--- src/upgrade_pkg.sv ---
// constants, register layouts and state types of the remote-upgrade controller
// assumes one 200 MHz system clock; everything slower is a one-cycle enable
// How it works
// - control and update registers return to defaults at reset and every fall-back
// - cause bits: 0 crc, 1 status pin, 2 fabric request, 3 config reset, 4 watchdog
// - cause register reads all zeros after power-on reset
// - shift, control and update registers hold reset values before factory runs
// - fabric request falling copies update into control, then starts application load if its indicator is set, else reloads factory
// - failed application load reloads factory, clears registers, records the cause
// - running application falls back on request, config reset or watchdog expiry
// - in factory image, capture returns the update register
// - in application image, capture returns the control register
// - watchdog idle in factory image, active in application image only with the enable bit set
// - watchdog is a 29-bit down-counter, upper 12 bits programmable
// - watchdog steps on the internal oscillator, never on a user clock
// - watchdog counts only once the application has reached user mode
// - expiry without reload reloads factory and sets the watchdog cause bit
// - restart after any error in application image is automatic and cannot be disabled
// - control: indicator bit 0, address bits 1-24, enable bit 25, timeout above
// - control and status on oscillator ticks, shift and update on shift clock
// - while indicator is one, control is read-only; watchdog runs only if the enable bit is set
package upgrade_pkg;
  localparam int unsigned SYS_HZ      = 200_000_000;
  localparam int unsigned OSC_HZ      = 12_500_000;
  localparam int unsigned OSC_DIV     = SYS_HZ / OSC_HZ;
  localparam int unsigned DIV_W       = $clog2(OSC_DIV);
  localparam logic [DIV_W-1:0] DIV_LAST = DIV_W'(OSC_DIV - 1);

  localparam int unsigned ADDR_W      = 24;
  localparam int unsigned WD_SET_W    = 12;
  localparam int unsigned WD_LOW_W    = 17;
  localparam int unsigned WD_W        = WD_SET_W + WD_LOW_W;
  localparam int unsigned CAUSE_W     = 5;

  typedef struct packed {
    logic [WD_SET_W-1:0] watchdog_timeout_upper;
    logic                watchdog_enable;
    logic [ADDR_W-1:0]   page_start_addr;
    logic                app_image;
  } ctl_t;
  localparam int unsigned CTL_W       = $bits(ctl_t);
  localparam int unsigned SHIFT_W     = CTL_W + CAUSE_W;
  localparam ctl_t        CTL_RESET   = '0;
  localparam logic [CAUSE_W-1:0] CAUSE_RESET = 5'h00;

  localparam logic [CAUSE_W-1:0] CAUSE_CRC    = 5'h01;
  localparam logic [CAUSE_W-1:0] CAUSE_STATUS = 5'h02;
  localparam logic [CAUSE_W-1:0] CAUSE_FABRIC = 5'h04;
  localparam logic [CAUSE_W-1:0] CAUSE_CFGRST = 5'h08;
  localparam logic [CAUSE_W-1:0] CAUSE_WD     = 5'h10;
  localparam int unsigned CAUSE_WD_BIT = 4;

  // index of each pin in the synchroniser vector
  localparam int unsigned IN_SCLK   = 0;
  localparam int unsigned IN_DIN    = 1;
  localparam int unsigned IN_SHIFT  = 2;
  localparam int unsigned IN_CAPT   = 3;
  localparam int unsigned IN_REQ_N  = 4;
  localparam int unsigned IN_RLD_N  = 5;
  localparam int unsigned IN_CFG_N  = 6;
  localparam int unsigned IN_ERR_N  = 7;
  localparam int unsigned IN_CRC    = 8;
  localparam int unsigned IN_USER   = 9;
  localparam int unsigned IN_N      = 10;

  typedef enum logic [1:0] {IMG_FACTORY, IMG_LOADING, IMG_APP} img_state_t;
endpackage

--- src/wd_if.sv ---
// carrier between the controller and its watchdog counter
// assumes both ends sit on clk_sys
`timescale 1ns/1ps
interface wd_if;
  import upgrade_pkg::*;
  logic                tick;
  logic                run;
  logic                reload;
  logic [WD_SET_W-1:0] timeout_upper;
  logic                expired;
  modport ctl (output tick, run, reload, timeout_upper, input expired);
  modport wd  (input tick, run, reload, timeout_upper, output expired);
endinterface
--- src/remote_config_upgrade_fsm.sv ---
// remote-upgrade controller: image selection, cause capture, shift access path
// assumes all pins are asynchronous to clk_sys; config engine reports crc, user mode
`timescale 1ns/1ps
module remote_config_upgrade_fsm
  import upgrade_pkg::*;
(
  input  wire logic               clk_sys,
  input  wire logic               reset_n,
  input  wire logic               upgrade_shift_clock,
  input  wire logic               shift_data_in,
  input  wire logic               shift_not_load,
  input  wire logic               capture_not_update,
  input  wire logic               fabric_reconfig_req_n,
  input  wire logic               watchdog_reload_n,
  input  wire logic               ext_config_reset_n,
  input  wire logic               config_error_pin_n,
  input  wire logic               app_crc_error,
  input  wire logic               app_user_mode,
  output logic                    shift_data_out,
  output logic [CAUSE_W-1:0]      reconfig_cause,
  output logic                    image_is_app,
  output logic [ADDR_W-1:0]       load_page_addr,
  output logic                    reconfig_start
);
  typedef struct packed {
    logic [IN_N-1:0]    s1;
    logic [IN_N-1:0]    s2;
    logic               sclk_prev;
    logic               req_prev;
    logic [SHIFT_W-1:0] shift;
    ctl_t               upd;
    ctl_t               ctl;
    logic [CAUSE_W-1:0] cause;
    img_state_t         st;
    logic [DIV_W-1:0]   div;
    logic               tick;
    logic               start;
    logic               dout;
  } core_t;

  core_t r, nxt;
  wd_if  wdc ();

  logic sclk_rise;
  logic req_fall;
  logic fallback;
  logic [CAUSE_W-1:0] fb_cause;

  upgrade_watchdog u_wd (
    .clk_sys (clk_sys),
    .reset_n (reset_n),
    .wd      (wdc)
  );

  assign wdc.tick          = r.tick;
  // runs only in the application, in user mode, with the enable set
  assign wdc.run           = (r.st == IMG_APP) && r.ctl.app_image && r.ctl.watchdog_enable
                             && r.s2[IN_USER];
  assign wdc.reload        = !r.s2[IN_RLD_N];
  assign wdc.timeout_upper = r.ctl.watchdog_timeout_upper;

  assign sclk_rise = r.s2[IN_SCLK] && !r.sclk_prev;
  // request sampled on oscillator ticks; the 250 ns minimum low spans several
  assign req_fall  = r.req_prev && !r.s2[IN_REQ_N];

  // fall-back decision, evaluated on oscillator ticks only
  always_comb begin
    fallback = 1'b0;
    fb_cause = CAUSE_RESET;
    if (!r.s2[IN_CFG_N]) begin
      fallback = 1'b1;
      fb_cause = CAUSE_CFGRST;
    end else begin
      unique case (r.st)
        IMG_FACTORY: begin
          fallback = 1'b0;
        end
        IMG_LOADING: begin
          if (r.s2[IN_CRC]) begin
            fallback = 1'b1;
            fb_cause = CAUSE_CRC;
          end else if (!r.s2[IN_ERR_N]) begin
            fallback = 1'b1;
            fb_cause = CAUSE_STATUS;
          end
        end
        IMG_APP: begin
          if (wdc.expired) begin
            fallback = 1'b1;
            fb_cause = CAUSE_WD;
          end else if (req_fall) begin
            fallback = 1'b1;
            fb_cause = CAUSE_FABRIC;
          end else if (r.s2[IN_CRC]) begin
            fallback = 1'b1;
            fb_cause = CAUSE_CRC;
          end else if (!r.s2[IN_ERR_N]) begin
            fallback = 1'b1;
            fb_cause = CAUSE_STATUS;
          end
        end
        default: begin
          fallback = 1'b0;
        end
      endcase
    end
  end

  always_comb begin
    nxt           = r;
    nxt.s1        = {app_user_mode, app_crc_error, config_error_pin_n, ext_config_reset_n,
                     watchdog_reload_n, fabric_reconfig_req_n, capture_not_update,
                     shift_not_load, shift_data_in, upgrade_shift_clock};
    nxt.s2        = r.s1;
    nxt.sclk_prev = r.s2[IN_SCLK];
    nxt.start     = 1'b0;
    nxt.tick      = (r.div == DIV_LAST);
    nxt.div       = (r.div == DIV_LAST) ? '0 : r.div + DIV_W'(1);

    // shift and update side, stepped by edges of the user shift clock
    if (sclk_rise) begin
      if (r.s2[IN_SHIFT]) begin
        nxt.shift = {r.s2[IN_DIN], r.shift[SHIFT_W-1:1]};
      end else if (r.s2[IN_CAPT]) begin
        nxt.shift = {r.cause, (r.ctl.app_image ? r.ctl : r.upd)};
      end else if (r.st == IMG_FACTORY && !r.ctl.app_image) begin
        nxt.upd = ctl_t'(r.shift[CTL_W-1:0]);
      end
      nxt.dout = nxt.shift[0];
    end

    // control and status side, stepped by the oscillator enable
    if (r.tick) begin
      nxt.req_prev = r.s2[IN_REQ_N];
      if (fallback) begin
        // no option to stop here: every error restarts into factory
        nxt.ctl   = CTL_RESET;
        nxt.upd   = CTL_RESET;
        nxt.cause = fb_cause;
        nxt.st    = IMG_FACTORY;
        nxt.start = 1'b1;
      end else begin
        unique case (r.st)
          IMG_FACTORY: begin
            if (req_fall) begin
              nxt.ctl   = r.upd;
              nxt.start = 1'b1;
              if (r.upd.app_image) begin
                nxt.st = IMG_LOADING;
              end else begin
                nxt.cause = CAUSE_FABRIC;
              end
            end
          end
          IMG_LOADING: begin
            if (r.s2[IN_USER]) begin
              nxt.st = IMG_APP;
            end
          end
          IMG_APP: begin
            nxt.st = IMG_APP;
          end
          // code 3 is unreachable; recover into factory rather than hang
          default: begin
            nxt.st = IMG_FACTORY;
          end
        endcase
      end
    end
  end

  always_ff @(posedge clk_sys or negedge reset_n) begin
    if (!reset_n) begin
      r           <= '0;
      r.s1        <= '1;
      r.s2        <= '1;
      r.req_prev  <= 1'b1;
      r.sclk_prev <= 1'b1;
      r.st        <= IMG_FACTORY;
    end else begin
      r <= nxt;
    end
  end

  assign shift_data_out = r.dout;
  assign reconfig_cause = r.cause;
  assign image_is_app   = r.ctl.app_image;
  assign load_page_addr = r.ctl.page_start_addr;
  assign reconfig_start = r.start;
endmodule

--- src/upgrade_watchdog.sv ---
// 29-bit user watchdog, stepped by the oscillator enable
// assumes run is only high with the enable bit set and the application in user mode
`timescale 1ns/1ps
module upgrade_watchdog
  import upgrade_pkg::*;
(
  input  wire logic clk_sys,
  input  wire logic reset_n,
  wd_if.wd          wd
);
  typedef struct packed {
    logic [WD_W-1:0] count;
    logic            expired;
  } wd_state_t;

  wd_state_t r, nxt;
  logic [WD_W-1:0] load_val;

  assign load_val   = {wd.timeout_upper, WD_LOW_W'(0)};
  assign wd.expired = r.expired;

  always_comb begin
    nxt = r;
    if (!wd.run) begin
      // preloaded while idle so counting starts from the full value
      nxt.count   = load_val;
      nxt.expired = 1'b0;
    end else if (wd.reload) begin
      nxt.count = load_val;
    end else if (wd.tick && !r.expired) begin
      if (r.count == '0) begin
        nxt.expired = 1'b1;
      end else begin
        nxt.count = r.count - WD_W'(1);
      end
    end
  end

  always_ff @(posedge clk_sys or negedge reset_n) begin
    if (!reset_n) begin
      r <= '0;
    end else begin
      r <= nxt;
    end
  end
endmodule

--- config.mk ---
export PLATFORM = sky130hd
export DESIGN_NAME = remote_config_upgrade_fsm
export DESIGN_NICKNAME = d
export VERILOG_FILES = /design/src/upgrade_pkg.sv /design/src/wd_if.sv /design/src/remote_config_upgrade_fsm.sv /design/src/upgrade_watchdog.sv
export SDC_FILE = /design/constraint.sdc
export NUM_CORES = 1
export LEC_CHECK = 0
export BUFFER_PORTS_ARGS = -buffer_cell sky130_fd_sc_hd__buf_2
export CORE_MARGIN = 5
export CORE_UTILIZATION = 52
export DETAILED_ROUTE_END_ITERATION = 6
export HOLD_SLACK_MARGIN = 0.08
export MAX_ROUTING_LAYER = met4
export PLACE_DENSITY = 0.67
export RECOVER_POWER = 100
export SETUP_SLACK_MARGIN = 0.3
export SLEW_MARGIN = 20
export SYNTH_ARGS = -nofsm -noshare
export SYNTH_HDL_FRONTEND = slang
export SYNTH_SLANG_ARGS = --single-unit
--- constraint.sdc ---
create_clock -name clk_sys -period 2.36 [get_ports clk_sys]
set_input_delay 0.472 -clock clk_sys [delete_from_list [all_inputs] [get_ports clk_sys]]
set_output_delay 0.472 -clock clk_sys [all_outputs]
set_load 0.02 [all_outputs]
Yosys cells after proc, flatten, opt, wreduce, memory -nomap -nowiden
Index checks and enable logic that the tools add are counted.
{"block": "classes", "addsub": 2, "n_eq_ne": 12, "muxes": 39, "n_reduce_logical": 22}
{"operator": "$mux 38", "n": 6}
{"operator": "$mux 43", "n": 3}
{"operator": "$mux 45", "n": 2}
{"operator": "$mux 83", "n": 1}
{"operator": "$mux 30", "n": 2}
{"operator": "$mux 29", "n": 2}
{"operator": "$logic_not 29->1", "n": 1}
{"operator": "$sub 29x1->29 const B", "n": 1}
{"operator": "$mux 5", "n": 3}
{"operator": "$ne 3x3->1 const B", "n": 5}
{"operator": "$mux 1", "n": 11}
{"operator": "$pmux 5 s2", "n": 1}
{"operator": "$mux 2", "n": 4}
{"operator": "$reduce_and 4->1", "n": 2}
{"operator": "$logic_and 1x1->1", "n": 7}
{"operator": "$ne 2x2->1 const B", "n": 3}
{"operator": "$pmux 2 s3", "n": 1}
{"operator": "$reduce_and 3->1", "n": 2}
{"operator": "$reduce_bool 2->1", "n": 3}
{"operator": "$add 4x1->4 const B", "n": 1}
{"operator": "$eq 4x4->1 const B", "n": 1}
{"operator": "$logic_not 1->1", "n": 4}
{"operator": "$mux 4", "n": 1}
{"operator": "$reduce_and 2->1", "n": 2}
{"operator": "6 further kinds", "n": 6}
{"block": "totals", "ff_bits": 184, "input_bits": 12, "output_inout_bits": 32}

Longest topological paths before layout
{"block": "logic_depth", "ltp_word": 8, "mapped_depth": 10, "mapped_depth_nobuf": 7}

Cells and area by module
From an unflattened synthesis, not the netlist that was laid out.
{"block": "unflattened", "cells_unflattened": 981, "area_unflattened_um2": 9439.1}
{"module": "remote_config_upgrade_fsm", "instances": 1, "cells_per_inst": 789, "area_each_um2": 7587.3, "seq_area_each_um2": 3881.2}
{"module": "upgrade_watchdog", "instances": 1, "cells_per_inst": 192, "area_each_um2": 1851.8, "seq_area_each_um2": 750.7}

Worst setup path before layout
Ideal clock, no wire load.
{"block": "synth_timing", "kind": "register -> register", "start": "register u_wd.r[1] in the netlist's numbering", "end": "register u_wd.r[17] in the netlist's numbering", "t_arrival_ns": 1.940, "required_ns": 2.224, "path_slack_ns": 0.284, "stages_incl_launch_ff": 11, "path_buffers": 3, "cell_sequence": "dfrtp_1 inv_1 ha_1 nor3b_1 and4_1 buf_4 a21o_4 buf_6 buf_2 o31ai_1 a21oi_1"}
{"block": "synth_between", "elab_chain_len": 5, "word_cells_on_any_way": 8}
{"element": "from (decl)", "line": "upgrade_watchdog.sv:16", "source": "wd_state_t r, nxt;"}
{"element": "from (signal assigned)", "line": "upgrade_watchdog.sv:43", "source": "r <= nxt;"}
{"element": "$sub 29x1->29", "line": "upgrade_watchdog.sv:34", "source": "nxt.count = r.count - WD_W'(1);"}
{"element": "$mux 29", "line": "upgrade_watchdog.sv:31", "source": "if (r.count == '0) begin"}
{"element": "$mux 30", "line": "upgrade_watchdog.sv:30", "source": "end else if (wd.tick && !r.expired) begin"}
{"element": "$mux 29", "line": "upgrade_watchdog.sv:28", "source": "end else if (wd.reload) begin"}
{"element": "$mux 30", "line": "upgrade_watchdog.sv:24", "source": "if (!wd.run) begin"}
Several ways; a longest one is shown, not always the timed one. The select of a mux whose other input is x is not followed.
A chain may end at the register's enable or synchronous reset.

Worst setup path in the final report
{"block": "layout_timing", "start": "register u_wd.r[3] in the netlist's numbering", "end": "register u_wd.r[17] in the netlist's numbering"}
The elaborated chain is that of the path after synthesis.

==> impl_metrics.ini <==
[status]
status = finished, final reports clean

[synthesis]
yosys.area_share.xor_xnor_pct = 0.824
post-synth-top-area-cell = dfrtp_1
synth.area.mux_share_pct = 5.08
synth_top_family_by_area = compound AO/OA/AOI/OAI gates
async_flop_share_pct = 100
ys.flop_type = dfrtp_1
syn_avg_cell_area_um2 = 10.0
synth-edff-count = 0
synth_cell_types = 59
syn-instance-count = 849
yosysTopAreaCellShare_pct = 47.7
ys_seq_elements = 184
synthesis.nets = 867
synth.cell_area_um2 = 8500
synthAdderAreaFrac_pct = 0.883
yosys.area_share.simple_pct = 16.1
synth_area_leaders = dfrtp_1 (48%), dfstp_2 (6.8%), nand2_1 (6.4%), a21oi_1 (5.7%), mux2i_1 (4.9%)
ys_warn_count = 0
synth-compound-area-share_pct = 16.5
synth_seq_area_share_pct = 54.5

[clock_tree]
htreeDepth = 4
clockBufferDepth = 2
cts_tree = done
clk_latency_ns = 0.44
cts_root_buf = clkbuf_16
clock-sinks = 184
path_clk_slew_ns = 0.07
cts_buffers = 17

[hold_path]
hold_path_class = in2reg
holdPathEnd = nxt[140]
min_path_cells = 1
min_from = watchdog_reload_n

[detailed_routing]
routed_wl_um = 18900
dr_wl_met2_um = 9240
drc = 0
route.top_layer_used = met4
drtIter0Drc = 576
dr_wl_met3_um = 879
viasPerCell = 5.83
post_drt_wl_per_cell_um = 17.3
first_pass_iters = 5
ant_nets = 0
met1Wirelength_um = 8460
vias = 6339

[run]
drv_cap = 0

[power]
p_int_mw = 5.20
seqPwrFrac_pct = 48.8
peakVddDrop_mv = 0.532
clkPwrFrac_pct = 48.4
leakagePower_nw = 4.00
p_switching_mw = 1.41
power_density_nw_per_um2 = 690
swShare_pct = 21.4
comb_power_share_pct = 2.7

[cells_and_area]
nFillCells = 1327
layout_common_cells = dfrtp_1 (158), nand2_1 (143), a21oi_1 (94), o21ai_0 (62), nor2_1 (51)
nNetsFinal = 877
layout_commonest_cell = dfrtp_1
num_antenna_cells = 0
area_delta_synth_final_pct = 12.8
drive_gt1_share_pct = 14.9

[floorplanning]
num_rows = 46
ios = 44
die_h_um = 138
core_area_um2 = 15900
die_w_um = 138
dieArea_um2 = 19000
initial_utilization_pct = 53.3

[sta]
timing.fmax_ghz = 0.469
whs_ns = 0.128
worst_pin_slew_ns = 0.931
max-slew-margin-rel_pct = 37.9
min_period_ns = 2.13
skew_ns = 0.00746
fin_tns_setup_ns = 0
finalMaxSlewViolations = 0
fin_crit_sh_pct = 90.4
rsz0062_at_grt = yes
finalHoldViolCount = 0
setup_violations = 0

[setup_path]
r2r_slack_ns = 0.23
reg2regPathDepth = 5
critical_path_class = reg2reg
worst_setup_path_end_kind = register
crit_fanout = 13
crit_arrival_ns = 2.49
worstPathRequired_ns = 2.72
critPathLaunchType = register
reg2reg_from = u_wd.r[3]
r2r_end = u_wd.r[17]

[grt]
antenna_found_initial = 0
grt_pass1_vias = 6208
grt_use_total_pct = 20.9
grt_pass1_wl_um = 30800
grt_max_degree = 82
gr-total-overflow = 0

[placement]
gp_congestion = 0.813
io_buffers = 43
place_hpwl_um = 10800
-- worst max-delay path by stage --
stage | to | cells past startpoint | from | slack [ns]
6_report | u_wd.r[17] | 5 | u_wd.r[3] | 0.23
5_1_grt | r[39] | 6 | wdc.tick | 0.13
4_1_cts | u_wd.r[6] | 5 | u_wd.wd.expired | 0.33
3_5_place_dp | u_wd.r[17] | 7 | u_wd.r[1] | 0.25
3_3_place_gp | u_wd.r[17] | 7 | u_wd.r[1] | 0.30
2_1_floorplan | u_wd.r[11] | 9 | u_wd.r[1] | 0.31
-- through the flow --
stage / cell area [µm²] / instances / utilization, % / power, mW / setup slack, ns
2_1_floorplan: 8500 / 849 / - / 3.36 / 0.313
3_3_place_gp: 8750 / 1042 / 54.9 / 3.47 / 0.298
3_5_place_dp: 8750 / 1042 / 54.9 / 3.47 / 0.247
4_1_cts: 9450 / 1077 / 59.3 / 6.67 / 0.326
5_1_grt: 9580 / 1088 / 60.1 / 6.83 / 0.133
6_report: 9580 / 1088 / 60.1 / 6.61 / 0.226
-- routing by layer --
metal / GRT usage (%) / up-vias
met5: - / -
met4: 5.27 / 0
met3: 3.98 / 25
met2: 33.5 / 160
met1: 27.7 / 3175
li1: - / 2979
-- worst max-delay path: stages, from the launching register on --
cell	delay, ns
dfrtp_1	0.44
nor4_4	0.42
nand2_1	0.26
a21o_4	0.29
or4_1	0.50
a21oi_1	0.15
-- power groups by stage --
stage               combinational [mW]  clock (mW)  sequential, mW
floorplan                       0.0824           0            3.28
global placement                 0.183           0            3.28
detailed placement               0.188           0            3.29
CTS                              0.191        3.25            3.23
global route                     0.209        3.39            3.23
finish                           0.182        3.20            3.23
-- cells in the mapped netlist, types with 5 or more instances --
cell and number:
buf_2 11, xnor2_1 7, nor2_1 51, ha_1 6
o31ai_1 11, a22o_1 41, clkbuf_1 37, a21oi_1 96
nor3_1 7, nand3_1 8, inv_1 10, buf_4 33
o21ai_0 57, dfrtp_1 162, or3_1 11, mux2i_1 42
dfstp_2 22, nand2_1 144, nor4_1 5, o21ai_1 8
or4_1 12
-- what timing repair did --
item / 4_1_cts / 5_1_grt
setup endpoints to repair: 5 / 55
pin swaps: 0 / 9
cloned: 0 / 4
buffers inserted: 2 / 7
resized for setup: 1 / 25
hold buffers: 1 / 0
endpoints found under the hold margin: 28 / 0
-- area by class of cell --
class	count	area [µm²]	area share, %
sequential	184	4640	48.4
multi-input combinational	569	3450	36.0
timing repair buffer	77	518	5.41
clock buffer	19	453	4.73
tap	216	270	2.82
clock inverter	13	216	2.26
inverter	10	37.5	0.392
-- registers in the layout, summed over array words and instances (netlist names) --
name and flops:
wdc.timeout_upper 12, nxt 11, wdc.tick 1, load_page_addr 24, u_wd.r 29, u_wd.wd.expired 1, reconfig_start 1, image_is_app 1
r 99, reconfig_cause 5
-- cells by family after synthesis --
logic type	after synthesis
buf+inv	97
compound gates	232
mux	43
fa+ha+maj	6
xor+xnor	8
flops	184
simple gates	279
Power figures use the tool's default switching activity.
